--- src/hw/itc_pkg.sv ---
package itc_pkg;

  // ----------------------------------------
  // Sizes
  // ----------------------------------------
  localparam int NUM_CNT = 3;
  localparam int CNT_W   = 16;
  localparam int BYTE_W  = 8;
  localparam int CFG_W   = 6;
  localparam int SYNC_N  = 3;
  localparam int DIGITS  = 4;
  localparam int NIB_W   = 4;

  // ----------------------------------------
  // Addresses and control word fields
  // ----------------------------------------
  localparam logic [1:0] ADDR_CW                 = 2'h3;
  localparam int         COUNTER_SELECT_FIELD_HI = 7;
  localparam int         COUNTER_SELECT_FIELD_LO = 6;
  localparam int         RW_HI                   = 5;
  localparam int         RW_LO                   = 4;
  localparam int         MODE_HI                 = 3;
  localparam int         MODE_LO                 = 1;
  localparam int         BCD_BIT                 = 0;
  localparam logic [1:0] READBACK_SELECT         = 2'h3;
  localparam logic [1:0] RW_LATCH                = 2'h0;
  localparam logic [1:0] RW_LSB                  = 2'h1;
  localparam logic [1:0] RW_MSB                  = 2'h2;
  localparam logic [1:0] RW_BOTH                 = 2'h3;

  // ----------------------------------------
  // Read-back command bits (count and status active low, counter select active high)
  // ----------------------------------------
  localparam int RB_NCOUNT  = 5;
  localparam int RB_NSTATUS = 4;
  localparam int RB_CNT_LO  = 1;

  // ----------------------------------------
  // Constant values
  // ----------------------------------------
  localparam logic [BYTE_W-1:0] BYTE_ZERO = 8'h00;
  localparam logic [CNT_W-1:0]  CNT_ZERO  = 16'h0000;
  localparam logic [NIB_W-1:0]  NIB_ZERO  = 4'h0;
  localparam logic [NIB_W-1:0]  NIB_NINE  = 4'h9;
  localparam logic [NIB_W-1:0]  NIB_ONE   = 4'h1;

endpackage : itc_pkg

--- src/hw/itc_core.sv ---
module itc_core (
  // Clock and reset
  input  wire logic                        mclk,
  input  wire logic                        rst_b,
  // Host port
  input  wire logic                        csN,
  input  wire logic                        rdN,
  input  wire logic                        wrN,
  input  wire logic                        portSelectLo,
  input  wire logic                        portSelectHi,
  input  wire logic [itc_pkg::BYTE_W-1:0]  dataIn,
  output logic      [itc_pkg::BYTE_W-1:0]  dataOut,
  output logic                             dataOe,
  // Counter pins
  input  wire logic [itc_pkg::NUM_CNT-1:0] counterTickInput,
  input  wire logic [itc_pkg::NUM_CNT-1:0] counterGateInput,
  output logic      [itc_pkg::NUM_CNT-1:0] counterOutputPin
);
  import itc_pkg::*;

  typedef struct packed {
    logic [SYNC_N-1:0]               csSync;
    logic [SYNC_N-1:0]               rdSync;
    logic [SYNC_N-1:0]               wrSync;
    logic                            csLvl;
    logic                            rdLvl;
    logic                            wrLvl;
    logic [1:0]                      addrQ1;
    logic [1:0]                      addrQ2;
    logic [BYTE_W-1:0]               dataQ1;
    logic [BYTE_W-1:0]               dataQ2;
    logic [BYTE_W-1:0]               counterControlWord;
    logic [NUM_CNT-1:0][CFG_W-1:0]   cfg;
    logic [NUM_CNT-1:0][BYTE_W-1:0]  loadRegisterLow;
    logic [NUM_CNT-1:0][BYTE_W-1:0]  loadRegisterHigh;
    logic [NUM_CNT-1:0][BYTE_W-1:0]  readoutLatchLow;
    logic [NUM_CNT-1:0][BYTE_W-1:0]  readoutLatchHigh;
    logic [NUM_CNT-1:0][BYTE_W-1:0]  statusByte;
    logic [NUM_CNT-1:0]              writeHiNext;
    logic [NUM_CNT-1:0]              readHiNext;
    logic [NUM_CNT-1:0]              frozen;
    logic [NUM_CNT-1:0]              statusHeld;
    logic [NUM_CNT-1:0]              nullCount;
    logic [NUM_CNT-1:0]              loadReq;
    logic [NUM_CNT-1:0]              armReq;
    logic [BYTE_W-1:0]               dataOut;
    logic                            dataOe;
  } itc_core_state_t;

  // Strobes idle high, so a reset to zero would fake a strobe end
  localparam itc_core_state_t CORE_RESET = '{
    csSync: '1, rdSync: '1, wrSync: '1,
    csLvl: 1'b1, rdLvl: 1'b1, wrLvl: 1'b1,
    default: '0
  };
  localparam logic [1:0] CHECK_CNT = 2'h1;
  localparam logic [1:0] FIRST_CNT = 2'h0;

  itc_core_state_t            s_reg;
  itc_core_state_t            s_next;
  logic [NUM_CNT-1:0][CNT_W-1:0] cntValue;
  logic [NUM_CNT-1:0]         cntOut;
  logic [NUM_CNT-1:0]         cntDone;
  logic                       wrTake;
  logic                       rdTake;
  logic                       isCw;
  logic [1:0]                 addrNow;
  logic [BYTE_W-1:0]          dinNow;
  logic [1:0]                 selNow;
  logic [1:0]                 rwNow;

  // ----------------------------------------
  // Counters
  // ----------------------------------------
  for (genvar g = 0; g < NUM_CNT; g++) begin : gCnt
    itc_counter uCnt (
      .mclk       (mclk),
      .rst_b      (rst_b),
      .tickPin    (counterTickInput[g]),
      .gatePin    (counterGateInput[g]),
      .bcdMode    (s_reg.cfg[g][BCD_BIT]),
      .loadStrobe (s_reg.loadReq[g]),
      .loadValue  ({s_reg.loadRegisterHigh[g], s_reg.loadRegisterLow[g]}),
      .armStrobe  (s_reg.armReq[g]),
      .countValue (cntValue[g]),
      .outLevel   (cntOut[g]),
      .loadDone   (cntDone[g])
    );
  end

  // ----------------------------------------
  // Host port and register logic
  // ----------------------------------------
  always_comb begin
    s_next         = s_reg;
    s_next.loadReq = '0;
    s_next.armReq  = '0;
    s_next.csSync  = {s_reg.csSync[SYNC_N-2:0], csN};
    s_next.rdSync  = {s_reg.rdSync[SYNC_N-2:0], rdN};
    s_next.wrSync  = {s_reg.wrSync[SYNC_N-2:0], wrN};
    // Address and data are held steady through a strobe, two stages suffice
    s_next.addrQ1  = {portSelectHi, portSelectLo};
    s_next.addrQ2  = s_reg.addrQ1;
    s_next.dataQ1  = dataIn;
    s_next.dataQ2  = s_reg.dataQ1;
    if (s_reg.csSync[SYNC_N-1] == s_reg.csSync[SYNC_N-2]) begin
      s_next.csLvl = s_reg.csSync[SYNC_N-1];
    end
    if (s_reg.rdSync[SYNC_N-1] == s_reg.rdSync[SYNC_N-2]) begin
      s_next.rdLvl = s_reg.rdSync[SYNC_N-1];
    end
    if (s_reg.wrSync[SYNC_N-1] == s_reg.wrSync[SYNC_N-2]) begin
      s_next.wrLvl = s_reg.wrSync[SYNC_N-1];
    end
    // Act at the trailing edge of a strobe, when data is surely settled
    wrTake  = s_next.wrLvl && !s_reg.wrLvl && !s_reg.csLvl;
    rdTake  = s_next.rdLvl && !s_reg.rdLvl && !s_reg.csLvl;
    addrNow = s_reg.addrQ2;
    dinNow  = s_reg.dataQ2;
    isCw    = (addrNow == ADDR_CW);
    selNow  = dinNow[COUNTER_SELECT_FIELD_HI:COUNTER_SELECT_FIELD_LO];
    rwNow   = dinNow[RW_HI:RW_LO];

    for (int i = 0; i < NUM_CNT; i++) begin
      if (!s_reg.frozen[i]) begin
        s_next.readoutLatchLow[i]  = cntValue[i][BYTE_W-1:0];
        s_next.readoutLatchHigh[i] = cntValue[i][CNT_W-1:BYTE_W];
      end
      if (cntDone[i]) begin
        s_next.nullCount[i] = 1'b0;
      end
    end

    // Control word write
    if (wrTake && isCw) begin
      s_next.counterControlWord = dinNow;
      if (selNow == READBACK_SELECT) begin
        for (int i = 0; i < NUM_CNT; i++) begin
          if (dinNow[RB_CNT_LO+i]) begin
            if (!dinNow[RB_NCOUNT]) begin
              s_next.frozen[i] = 1'b1;
            end
            if (!dinNow[RB_NSTATUS] && !s_reg.statusHeld[i]) begin
              s_next.statusByte[i] = {cntOut[i], s_reg.nullCount[i], s_reg.cfg[i]};
              s_next.statusHeld[i] = 1'b1;
            end
          end
        end
      end else if (rwNow == RW_LATCH) begin
        s_next.frozen[selNow] = 1'b1;
      end else begin
        s_next.cfg[selNow]              = dinNow[CFG_W-1:0];
        s_next.loadRegisterLow[selNow]  = BYTE_ZERO;
        s_next.loadRegisterHigh[selNow] = BYTE_ZERO;
        s_next.writeHiNext[selNow]      = 1'b0;
        s_next.readHiNext[selNow]       = 1'b0;
        s_next.frozen[selNow]           = 1'b0;
        s_next.statusHeld[selNow]       = 1'b0;
        s_next.armReq[selNow]           = 1'b1;
      end
    end

    // Count byte write; a new count wins over a same-cycle null clear
    if (wrTake && !isCw) begin
      unique case (s_reg.cfg[addrNow][RW_HI:RW_LO])
        RW_LATCH: begin
        end
        RW_LSB: begin
          s_next.loadRegisterLow[addrNow] = dinNow;
          s_next.loadReq[addrNow]         = 1'b1;
          s_next.nullCount[addrNow]       = 1'b1;
        end
        RW_MSB: begin
          s_next.loadRegisterHigh[addrNow] = dinNow;
          s_next.loadReq[addrNow]          = 1'b1;
          s_next.nullCount[addrNow]        = 1'b1;
        end
        RW_BOTH: begin
          if (!s_reg.writeHiNext[addrNow]) begin
            s_next.loadRegisterLow[addrNow] = dinNow;
            s_next.writeHiNext[addrNow]     = 1'b1;
          end else begin
            s_next.loadRegisterHigh[addrNow] = dinNow;
            s_next.writeHiNext[addrNow]      = 1'b0;
            s_next.loadReq[addrNow]          = 1'b1;
            s_next.nullCount[addrNow]        = 1'b1;
          end
        end
      endcase
    end

    // Read completion: step byte order, release a frozen latch
    if (rdTake && !isCw) begin
      if (s_reg.statusHeld[addrNow]) begin
        s_next.statusHeld[addrNow] = 1'b0;
      end else begin
        unique case (s_reg.cfg[addrNow][RW_HI:RW_LO])
          RW_LATCH: begin
          end
          RW_LSB, RW_MSB: begin
            s_next.frozen[addrNow] = 1'b0;
          end
          RW_BOTH: begin
            s_next.readHiNext[addrNow] = !s_reg.readHiNext[addrNow];
            if (s_reg.readHiNext[addrNow]) begin
              s_next.frozen[addrNow] = 1'b0;
            end
          end
        endcase
      end
    end

    // Read byte; control word address reads as zero
    s_next.dataOut = BYTE_ZERO;
    if (!isCw) begin
      if (s_reg.statusHeld[addrNow]) begin
        s_next.dataOut = s_reg.statusByte[addrNow];
      end else begin
        unique case (s_reg.cfg[addrNow][RW_HI:RW_LO])
          RW_LATCH: s_next.dataOut = BYTE_ZERO;
          RW_LSB:   s_next.dataOut = s_reg.readoutLatchLow[addrNow];
          RW_MSB:   s_next.dataOut = s_reg.readoutLatchHigh[addrNow];
          RW_BOTH:  s_next.dataOut = s_reg.readHiNext[addrNow] ?
                                     s_reg.readoutLatchHigh[addrNow] :
                                     s_reg.readoutLatchLow[addrNow];
        endcase
      end
    end
    s_next.dataOe = !s_next.csLvl && !s_next.rdLvl;
  end

  always_ff @(posedge mclk) begin
    if (!rst_b) begin
      s_reg <= CORE_RESET;
    end else begin
      s_reg <= s_next;
    end
  end

  assign dataOut          = s_reg.dataOut;
  assign dataOe           = s_reg.dataOe;
  assign counterOutputPin = cntOut;

  // ----------------------------------------
  // Checks
  // ----------------------------------------
  property p_csGate;
    @(posedge mclk) disable iff (!rst_b)
    s_reg.csLvl |=> $stable(s_reg.counterControlWord) && s_reg.loadReq == '0;
  endproperty
  a_csGate: assert property (p_csGate) else $error("strobe taken while deselected");

  property p_cwStore;
    @(posedge mclk) disable iff (!rst_b)
    wrTake && isCw |=> s_reg.counterControlWord == $past(dinNow);
  endproperty
  a_cwStore: assert property (p_cwStore) else $error("control word not stored");

  property p_cwTarget;
    @(posedge mclk) disable iff (!rst_b)
    wrTake && isCw && selNow == CHECK_CNT && rwNow != RW_LATCH
      |=> s_reg.cfg[CHECK_CNT] == $past(dinNow[CFG_W-1:0]);
  endproperty
  a_cwTarget: assert property (p_cwTarget) else $error("control word hit wrong counter");

  property p_oeSel;
    @(posedge mclk) disable iff (!rst_b)
    dataOe |-> !s_reg.csLvl && !s_reg.rdLvl;
  endproperty
  a_oeSel: assert property (p_oeSel) else $error("bus driven outside a read");

  property p_oneByte;
    @(posedge mclk) disable iff (!rst_b)
    wrTake && !isCw && addrNow == FIRST_CNT
      |=> !($changed(s_reg.loadRegisterLow[0]) && $changed(s_reg.loadRegisterHigh[0]));
  endproperty
  a_oneByte: assert property (p_oneByte) else $error("two load bytes in one write");

  property p_zeroOther;
    @(posedge mclk) disable iff (!rst_b)
    wrTake && isCw && selNow == CHECK_CNT && rwNow == RW_LSB
      |=> s_reg.loadRegisterHigh[1] == BYTE_ZERO ##1 s_reg.loadRegisterHigh[1] == BYTE_ZERO;
  endproperty
  a_zeroOther: assert property (p_zeroOther) else $error("unused byte not zero");

  property p_nullSet;
    @(posedge mclk) disable iff (!rst_b)
    s_reg.loadReq[0] |-> s_reg.nullCount[0];
  endproperty
  a_nullSet: assert property (p_nullSet) else $error("null count not set on write");

  // A same-cycle count write keeps the flag set, so leave that case out
  property p_nullClear;
    @(posedge mclk) disable iff (!rst_b)
    cntDone[0] && !(wrTake && !isCw && addrNow == FIRST_CNT) |=> !s_reg.nullCount[0];
  endproperty
  a_nullClear: assert property (p_nullClear) else $error("null count not cleared");

  property p_freeze;
    @(posedge mclk) disable iff (!rst_b)
    s_reg.frozen[0]
      |=> $stable(s_reg.readoutLatchLow[0]) && $stable(s_reg.readoutLatchHigh[0]);
  endproperty
  a_freeze: assert property (p_freeze) else $error("latched count moved");

  property p_track;
    @(posedge mclk) disable iff (!rst_b)
    !s_reg.frozen[0]
      |=> {s_reg.readoutLatchHigh[0], s_reg.readoutLatchLow[0]} == $past(cntValue[0]);
  endproperty
  a_track: assert property (p_track) else $error("readout latch not following");

  c_cwWrite:    cover property (@(posedge mclk) disable iff (!rst_b) wrTake && isCw);
  c_loadDone:   cover property (@(posedge mclk) disable iff (!rst_b) cntDone[0]);
  c_frozenRead: cover property (@(posedge mclk) disable iff (!rst_b) rdTake && s_reg.frozen[0]);
  c_statusRead: cover property (@(posedge mclk) disable iff (!rst_b)
                                rdTake && s_reg.statusHeld[0]);

endmodule : itc_core

--- src/hw/itc_counter.sv ---
module itc_counter (
  // Clock and reset
  input  wire logic                     mclk,
  input  wire logic                     rst_b,
  // Counter pins
  input  wire logic                     tickPin,
  input  wire logic                     gatePin,
  // Programming
  input  wire logic                     bcdMode,
  input  wire logic                     loadStrobe,
  input  wire logic [itc_pkg::CNT_W-1:0] loadValue,
  input  wire logic                     armStrobe,
  // Status
  output logic      [itc_pkg::CNT_W-1:0] countValue,
  output logic                          outLevel,
  output logic                          loadDone
);
  import itc_pkg::*;

  typedef struct packed {
    logic [SYNC_N-1:0] tickSync;
    logic [SYNC_N-1:0] gateSync;
    logic              tickLvl;
    logic              gateLvl;
    logic              loadPend;
    logic [CNT_W-1:0]  ce;
    logic              outLvl;
    logic              done;
  } itc_cnt_state_t;

  itc_cnt_state_t s_reg;
  itc_cnt_state_t s_next;
  logic           tickRise;

  // ----------------------------------------
  // Down-count step, binary or four decades
  // ----------------------------------------
  function automatic logic [CNT_W-1:0] itc_dec(input logic [CNT_W-1:0] v, input logic bcd);
    logic [CNT_W-1:0] r;
    logic             borrow;
    r      = v - 16'h0001;
    borrow = 1'b1;
    if (bcd) begin
      r = v;
      for (int d = 0; d < DIGITS; d++) begin
        if (borrow) begin
          if (v[d*NIB_W +: NIB_W] == NIB_ZERO) begin
            r[d*NIB_W +: NIB_W] = NIB_NINE;
          end else begin
            r[d*NIB_W +: NIB_W] = v[d*NIB_W +: NIB_W] - NIB_ONE;
            borrow = 1'b0;
          end
        end
      end
    end
    return r;
  endfunction : itc_dec

  // ----------------------------------------
  // Next state
  // ----------------------------------------
  always_comb begin
    s_next          = s_reg;
    s_next.done     = 1'b0;
    s_next.tickSync = {s_reg.tickSync[SYNC_N-2:0], tickPin};
    s_next.gateSync = {s_reg.gateSync[SYNC_N-2:0], gatePin};
    // Pin level only moves once the two older stages agree
    if (s_reg.tickSync[SYNC_N-1] == s_reg.tickSync[SYNC_N-2]) begin
      s_next.tickLvl = s_reg.tickSync[SYNC_N-1];
    end
    if (s_reg.gateSync[SYNC_N-1] == s_reg.gateSync[SYNC_N-2]) begin
      s_next.gateLvl = s_reg.gateSync[SYNC_N-1];
    end
    tickRise = s_next.tickLvl & ~s_reg.tickLvl;
    if (loadStrobe) begin
      s_next.loadPend = 1'b1;
    end
    if (armStrobe) begin
      s_next.outLvl = 1'b0;
    end
    if (tickRise) begin
      if (s_reg.loadPend) begin
        s_next.ce       = loadValue;
        s_next.loadPend = loadStrobe;
        s_next.done     = 1'b1;
      end else if (s_reg.gateLvl) begin
        s_next.ce = itc_dec(s_reg.ce, bcdMode);
        if (s_next.ce == CNT_ZERO && !armStrobe) begin
          s_next.outLvl = 1'b1;
        end
      end
    end
  end

  always_ff @(posedge mclk) begin
    if (!rst_b) begin
      s_reg <= '0;
    end else begin
      s_reg <= s_next;
    end
  end

  assign countValue = s_reg.ce;
  assign outLevel   = s_reg.outLvl;
  assign loadDone   = s_reg.done;

  // ----------------------------------------
  // Checks
  // ----------------------------------------
  property p_ceLoad;
    @(posedge mclk) disable iff (!rst_b)
    s_reg.loadPend && tickRise |=> s_reg.ce == $past(loadValue) && loadDone;
  endproperty
  a_ceLoad: assert property (p_ceLoad) else $error("count not moved into element");

  property p_ceDown;
    @(posedge mclk) disable iff (!rst_b)
    !s_reg.loadPend && tickRise && s_reg.gateLvl && !bcdMode
      |=> s_reg.ce == CNT_W'($past(s_reg.ce) - 16'h0001);
  endproperty
  a_ceDown: assert property (p_ceDown) else $error("element did not count down");

  property p_ceHold;
    @(posedge mclk) disable iff (!rst_b)
    !tickRise |=> $stable(s_reg.ce);
  endproperty
  a_ceHold: assert property (p_ceHold) else $error("element moved without a tick");

endmodule : itc_counter

--- config.mk ---
export PLATFORM = sky130hd
export DESIGN_NAME = itc_core
export DESIGN_NICKNAME = d
export VERILOG_FILES = /design/src/hw/itc_pkg.sv /design/src/hw/itc_core.sv /design/src/hw/itc_counter.sv
export SDC_FILE = /design/constraint.sdc
export NUM_CORES = 1
export LEC_CHECK = 0
export BUFFER_PORTS_ARGS = -buffer_cell sky130_fd_sc_hd__buf_2
export CORE_UTILIZATION = 30
export CTS_CLUSTER_SIZE = 8
export DETAILED_ROUTE_END_ITERATION = 6
export PLACE_DENSITY_LB_ADDON = 0.2
export SLEW_MARGIN = 40
export SYNTH_ARGS = -nofsm -noshare
export SYNTH_HDL_FRONTEND = slang
export SYNTH_SLANG_ARGS = --single-unit
--- constraint.sdc ---
create_clock -name mclk -period 3.88 [get_ports mclk]
set_input_delay 0.388 -clock mclk [delete_from_list [all_inputs] [get_ports mclk]]
set_output_delay 0.388 -clock mclk [all_outputs]
set_load 0.1 [all_outputs]
==> flow_summary.json <==
{
  "p_seq_frac": 0.470,
  "port_buffers": 32,
  "peakVddDrop_mv": 0.286,
  "synth_cell_types": 77,
  "synth_area_sq_um": 13300,
  "antenna_left": 0,
  "largest_reg_flops": 165,
  "first_pass_iters": 7,
  "synth-edff-count": 0,
  "htree_levels": 2,
  "wl_mm": 43.8,
  "power_frac_clock": 0.505,
  "die_h_um": 212,
  "cts-root-buf": "clkbuf_16",
  "vias": 11741,
  "syn_nets": 1618,
  "fillers": 4591,
  "period_needed_ns": 3.57,
  "yosysTopAreaCellShare": 0.424,
  "drt_iter0_drc": 1017,
  "final_cell_mix": "dfxtp_1, nor2_1, a21oi_1",
  "grt_pass1_vias": 10910,
  "cts_made_buffers": 41,
  "area_growth_pct": 13.1,
  "slew-limit-headroom": 0.446,
  "synthTopCellsByArea": "dfxtp_1, mux2i_1, nor2_1, a21oi_1, o21ai_0",
  "setup_viol": 0,
  "rows": 76,
  "power_frac_comb": 0.024,
  "power.density_nw_per_um2": 416,
  "critPathArrivalTime_ns": 4.00,
  "hold_class": "in2reg",
  "dieArea_sq_um": 45000,
  "cp_cell_sequence": "buf_4, nand2_1, nor4b_1, o21ai_1, buf_4, nand2_1, a21oi_1, a32o_1",
  "worstMarginPinSlew_ns": 0.830,
  "max_freq_ghz": 0.280,
  "cts_tree": "yes",
  "start_util": 0.306,
  "cts_resized": 0,
  "finalSetupTns_ns": 0,
  "crit_path_max_fanout": 25,
  "status": "completed",
  "clock_sinks": 281,
  "finalMaxSlewViolations": 0,
  "slowest_delay_ns": 0.73,
  "hold_viol": 0,
  "via_per_inst": 5.47,
  "num_antenna_cells": 0,
  "layout_commonest_cell": "dfxtp_1",
  "clkTransAtPathRegs_ns": 0.05,
  "rsz0062_at_grt": "no",
  "fin_skew_ns": 0.0217,
  "clockBufferDepth": 3,
  "internal_power_w": 0.00485,
  "cp_slowest_cell": "nor4b_1",
  "wl_per_cell_um": 20.4,
  "ys_seq_elements": 281,
  "endpoint_kind": "register",
  "synth.avg_cell_area_sq_um": 8.37,
  "detailed_place.area_sq_um": 13900,
  "insertion_delay_ns": 0.55,
  "design_area_sq_um": 15000,
  "drive_gt1_frac": 0.0940,
  "finalCritPeriodShare": 0.921,
  "drv_cap": 0,
  "route.detailed.drc": 0,
  "start_kind": "register",
  "ff_latch_area_sq_um": 5630,
  "grt_overflow": 0,
  "synth-main-ff-cell": "dfxtp_1",
  "antenna_found_initial": 2,
  "grt_max_degree": 95,
  "synth.largest_area_cell": "dfxtp_1",
  "pin_count": 33,
  "grtUsageTotal": 0.198,
  "postCtsSetupBuffers": 0,
  "die_w_um": 212,
  "grt_pass1_wl_mm": 67.8,
  "async_flop_share": 0,
  "switching_power_w": 0.00139,
  "switching_share": 0.222,
  "nets": 1592,
  "yosysSeqAreaShare": 0.424,
  "gp_congestion": 0.978,
  "critPathKind": "reg2reg",
  "p_leak_nw": 5.31,
  "netlist_instances": 1583,
  "multi_input_area_sq_um": 7040,
  "fp.coreArea_sq_um": 43400,
  "dpl.hpwl_mm": 30.9,
  "required_ns": 4.31,
  "ys_warn_count": 0
}
[power by group through the flow]
stage / logic [W] / clock network [W] / registers [W]
after global routing: 0.000164 / 0.00337 / 0.00293
after floorplan: 0.0000945 / 0 / 0.00298
after CTS: 0.000151 / 0.00325 / 0.00293
after global placement: 0.000150 / 0 / 0.00299
final: 0.000151 / 0.00315 / 0.00293
after detailed placement: 0.000149 / 0 / 0.00299
[routing by layer]
| layer | track usage | vias up | share of wire |
|---|---|---|---|
| li1 | - | 5621 | - |
| met1 | 0.274 | 5656 | 0.47 |
| met2 | 0.297 | 388 | 0.44 |
| met3 | 0.0414 | 76 | 0.066 |
| met4 | 0.0767 | 0 | 0.030 |
| met5 | 0 | - | 0 |
[synthesized netlist by cell type (7+ instances only)]
| cell | count |
|---|---|
| a211oi_1 | 15 |
| a21o_1 | 10 |
| a21oi_1 | 133 |
| a221oi_1 | 10 |
| a22oi_1 | 21 |
| a31oi_1 | 7 |
| a32o_1 | 12 |
| and2_1 | 48 |
| buf_1 | 12 |
| buf_2 | 8 |
| buf_4 | 12 |
| clkbuf_1 | 100 |
| dfxtp_1 | 281 |
| ha_1 | 14 |
| inv_1 | 25 |
| mux2i_1 | 117 |
| nand2_1 | 111 |
| nand2b_1 | 20 |
| nand3_1 | 29 |
| nand3b_1 | 8 |
| nand4_1 | 7 |
| nor2_1 | 195 |
| nor2b_1 | 12 |
| nor3_1 | 32 |
| nor3b_1 | 7 |
| nor4_1 | 23 |
| o211ai_1 | 12 |
| o21ai_0 | 127 |
| o22ai_1 | 23 |
| o31ai_1 | 12 |
| or2_2 | 9 |
| or3_1 | 7 |
[final cells by class]
| class | instances | area share |
|---|---|---|
| clock inverter | 2 | 0.00117 |
| sequential | 281 | 0.376 |
| inverter | 27 | 0.00693 |
| timing repair buffer | 63 | 0.0274 |
| tap | 585 | 0.0488 |
| multi-input combinational | 1143 | 0.470 |
| clock buffer | 47 | 0.0706 |
[logic make-up after synthesis]
family,count (synthesis),synth area share
xor+xnor,12,0.00793
compound gates,454,0.215
buf+inv,159,0.0492
flops,281,0.424
simple gates,544,0.200
mux,118,0.0892
fa+ha+maj,15,0.0140
[worst paths after layout]
path | slack (ns) | startpoint | cells past startpoint | end
hold reg to reg | 0.40 | s_next[200] | 1 | s_next[201]
setup reg to reg | 0.31 | addrNow[1] | 8 | s_reg[118]
setup / recovery | 0.31 | addrNow[1] | 8 | s_reg[118]
hold / removal | 0.04 | rdN | 2 | s_next[203]
[through the flow]
| stage | worst slack (ns) | cells | util | power, W | hold WS (ns) |
|---|---|---|---|---|---|
| after floorplan | 0.480 | 1583 | - | 0.00307 | 0.386 |
| after global placement | 0.296 | 2096 | 0.319 | 0.00314 | 0.389 |
| after detailed placement | 0.328 | 2096 | 0.320 | 0.00314 | 0.392 |
| after CTS | 0.319 | 2147 | 0.345 | 0.00633 | 0.0112 |
| after global routing | 0.113 | 2148 | 0.346 | 0.00647 | 0.0260 |
| final | 0.306 | 2148 | 0.346 | 0.00623 | 0.0380 |
[critical path, delay by kind of cell, from the launching register on]
| family | cells | cell delay [ns] |
|---|---|---|
| DFF | 1 | 0.64 |
| AOI/OAI and AO/OA | 3 | 0.94 |
| and+or+nand+nor | 3 | 1.11 |
| buffers and inverters | 2 | 0.77 |
[repair_timing]
item | in CTS | in global routing
setup endpoints to repair | 0 | 0
hold buffers | 2 | 0
endpoints found under the hold margin | 2 | 0
Note: power is estimated with default switching activity, not from simulation.
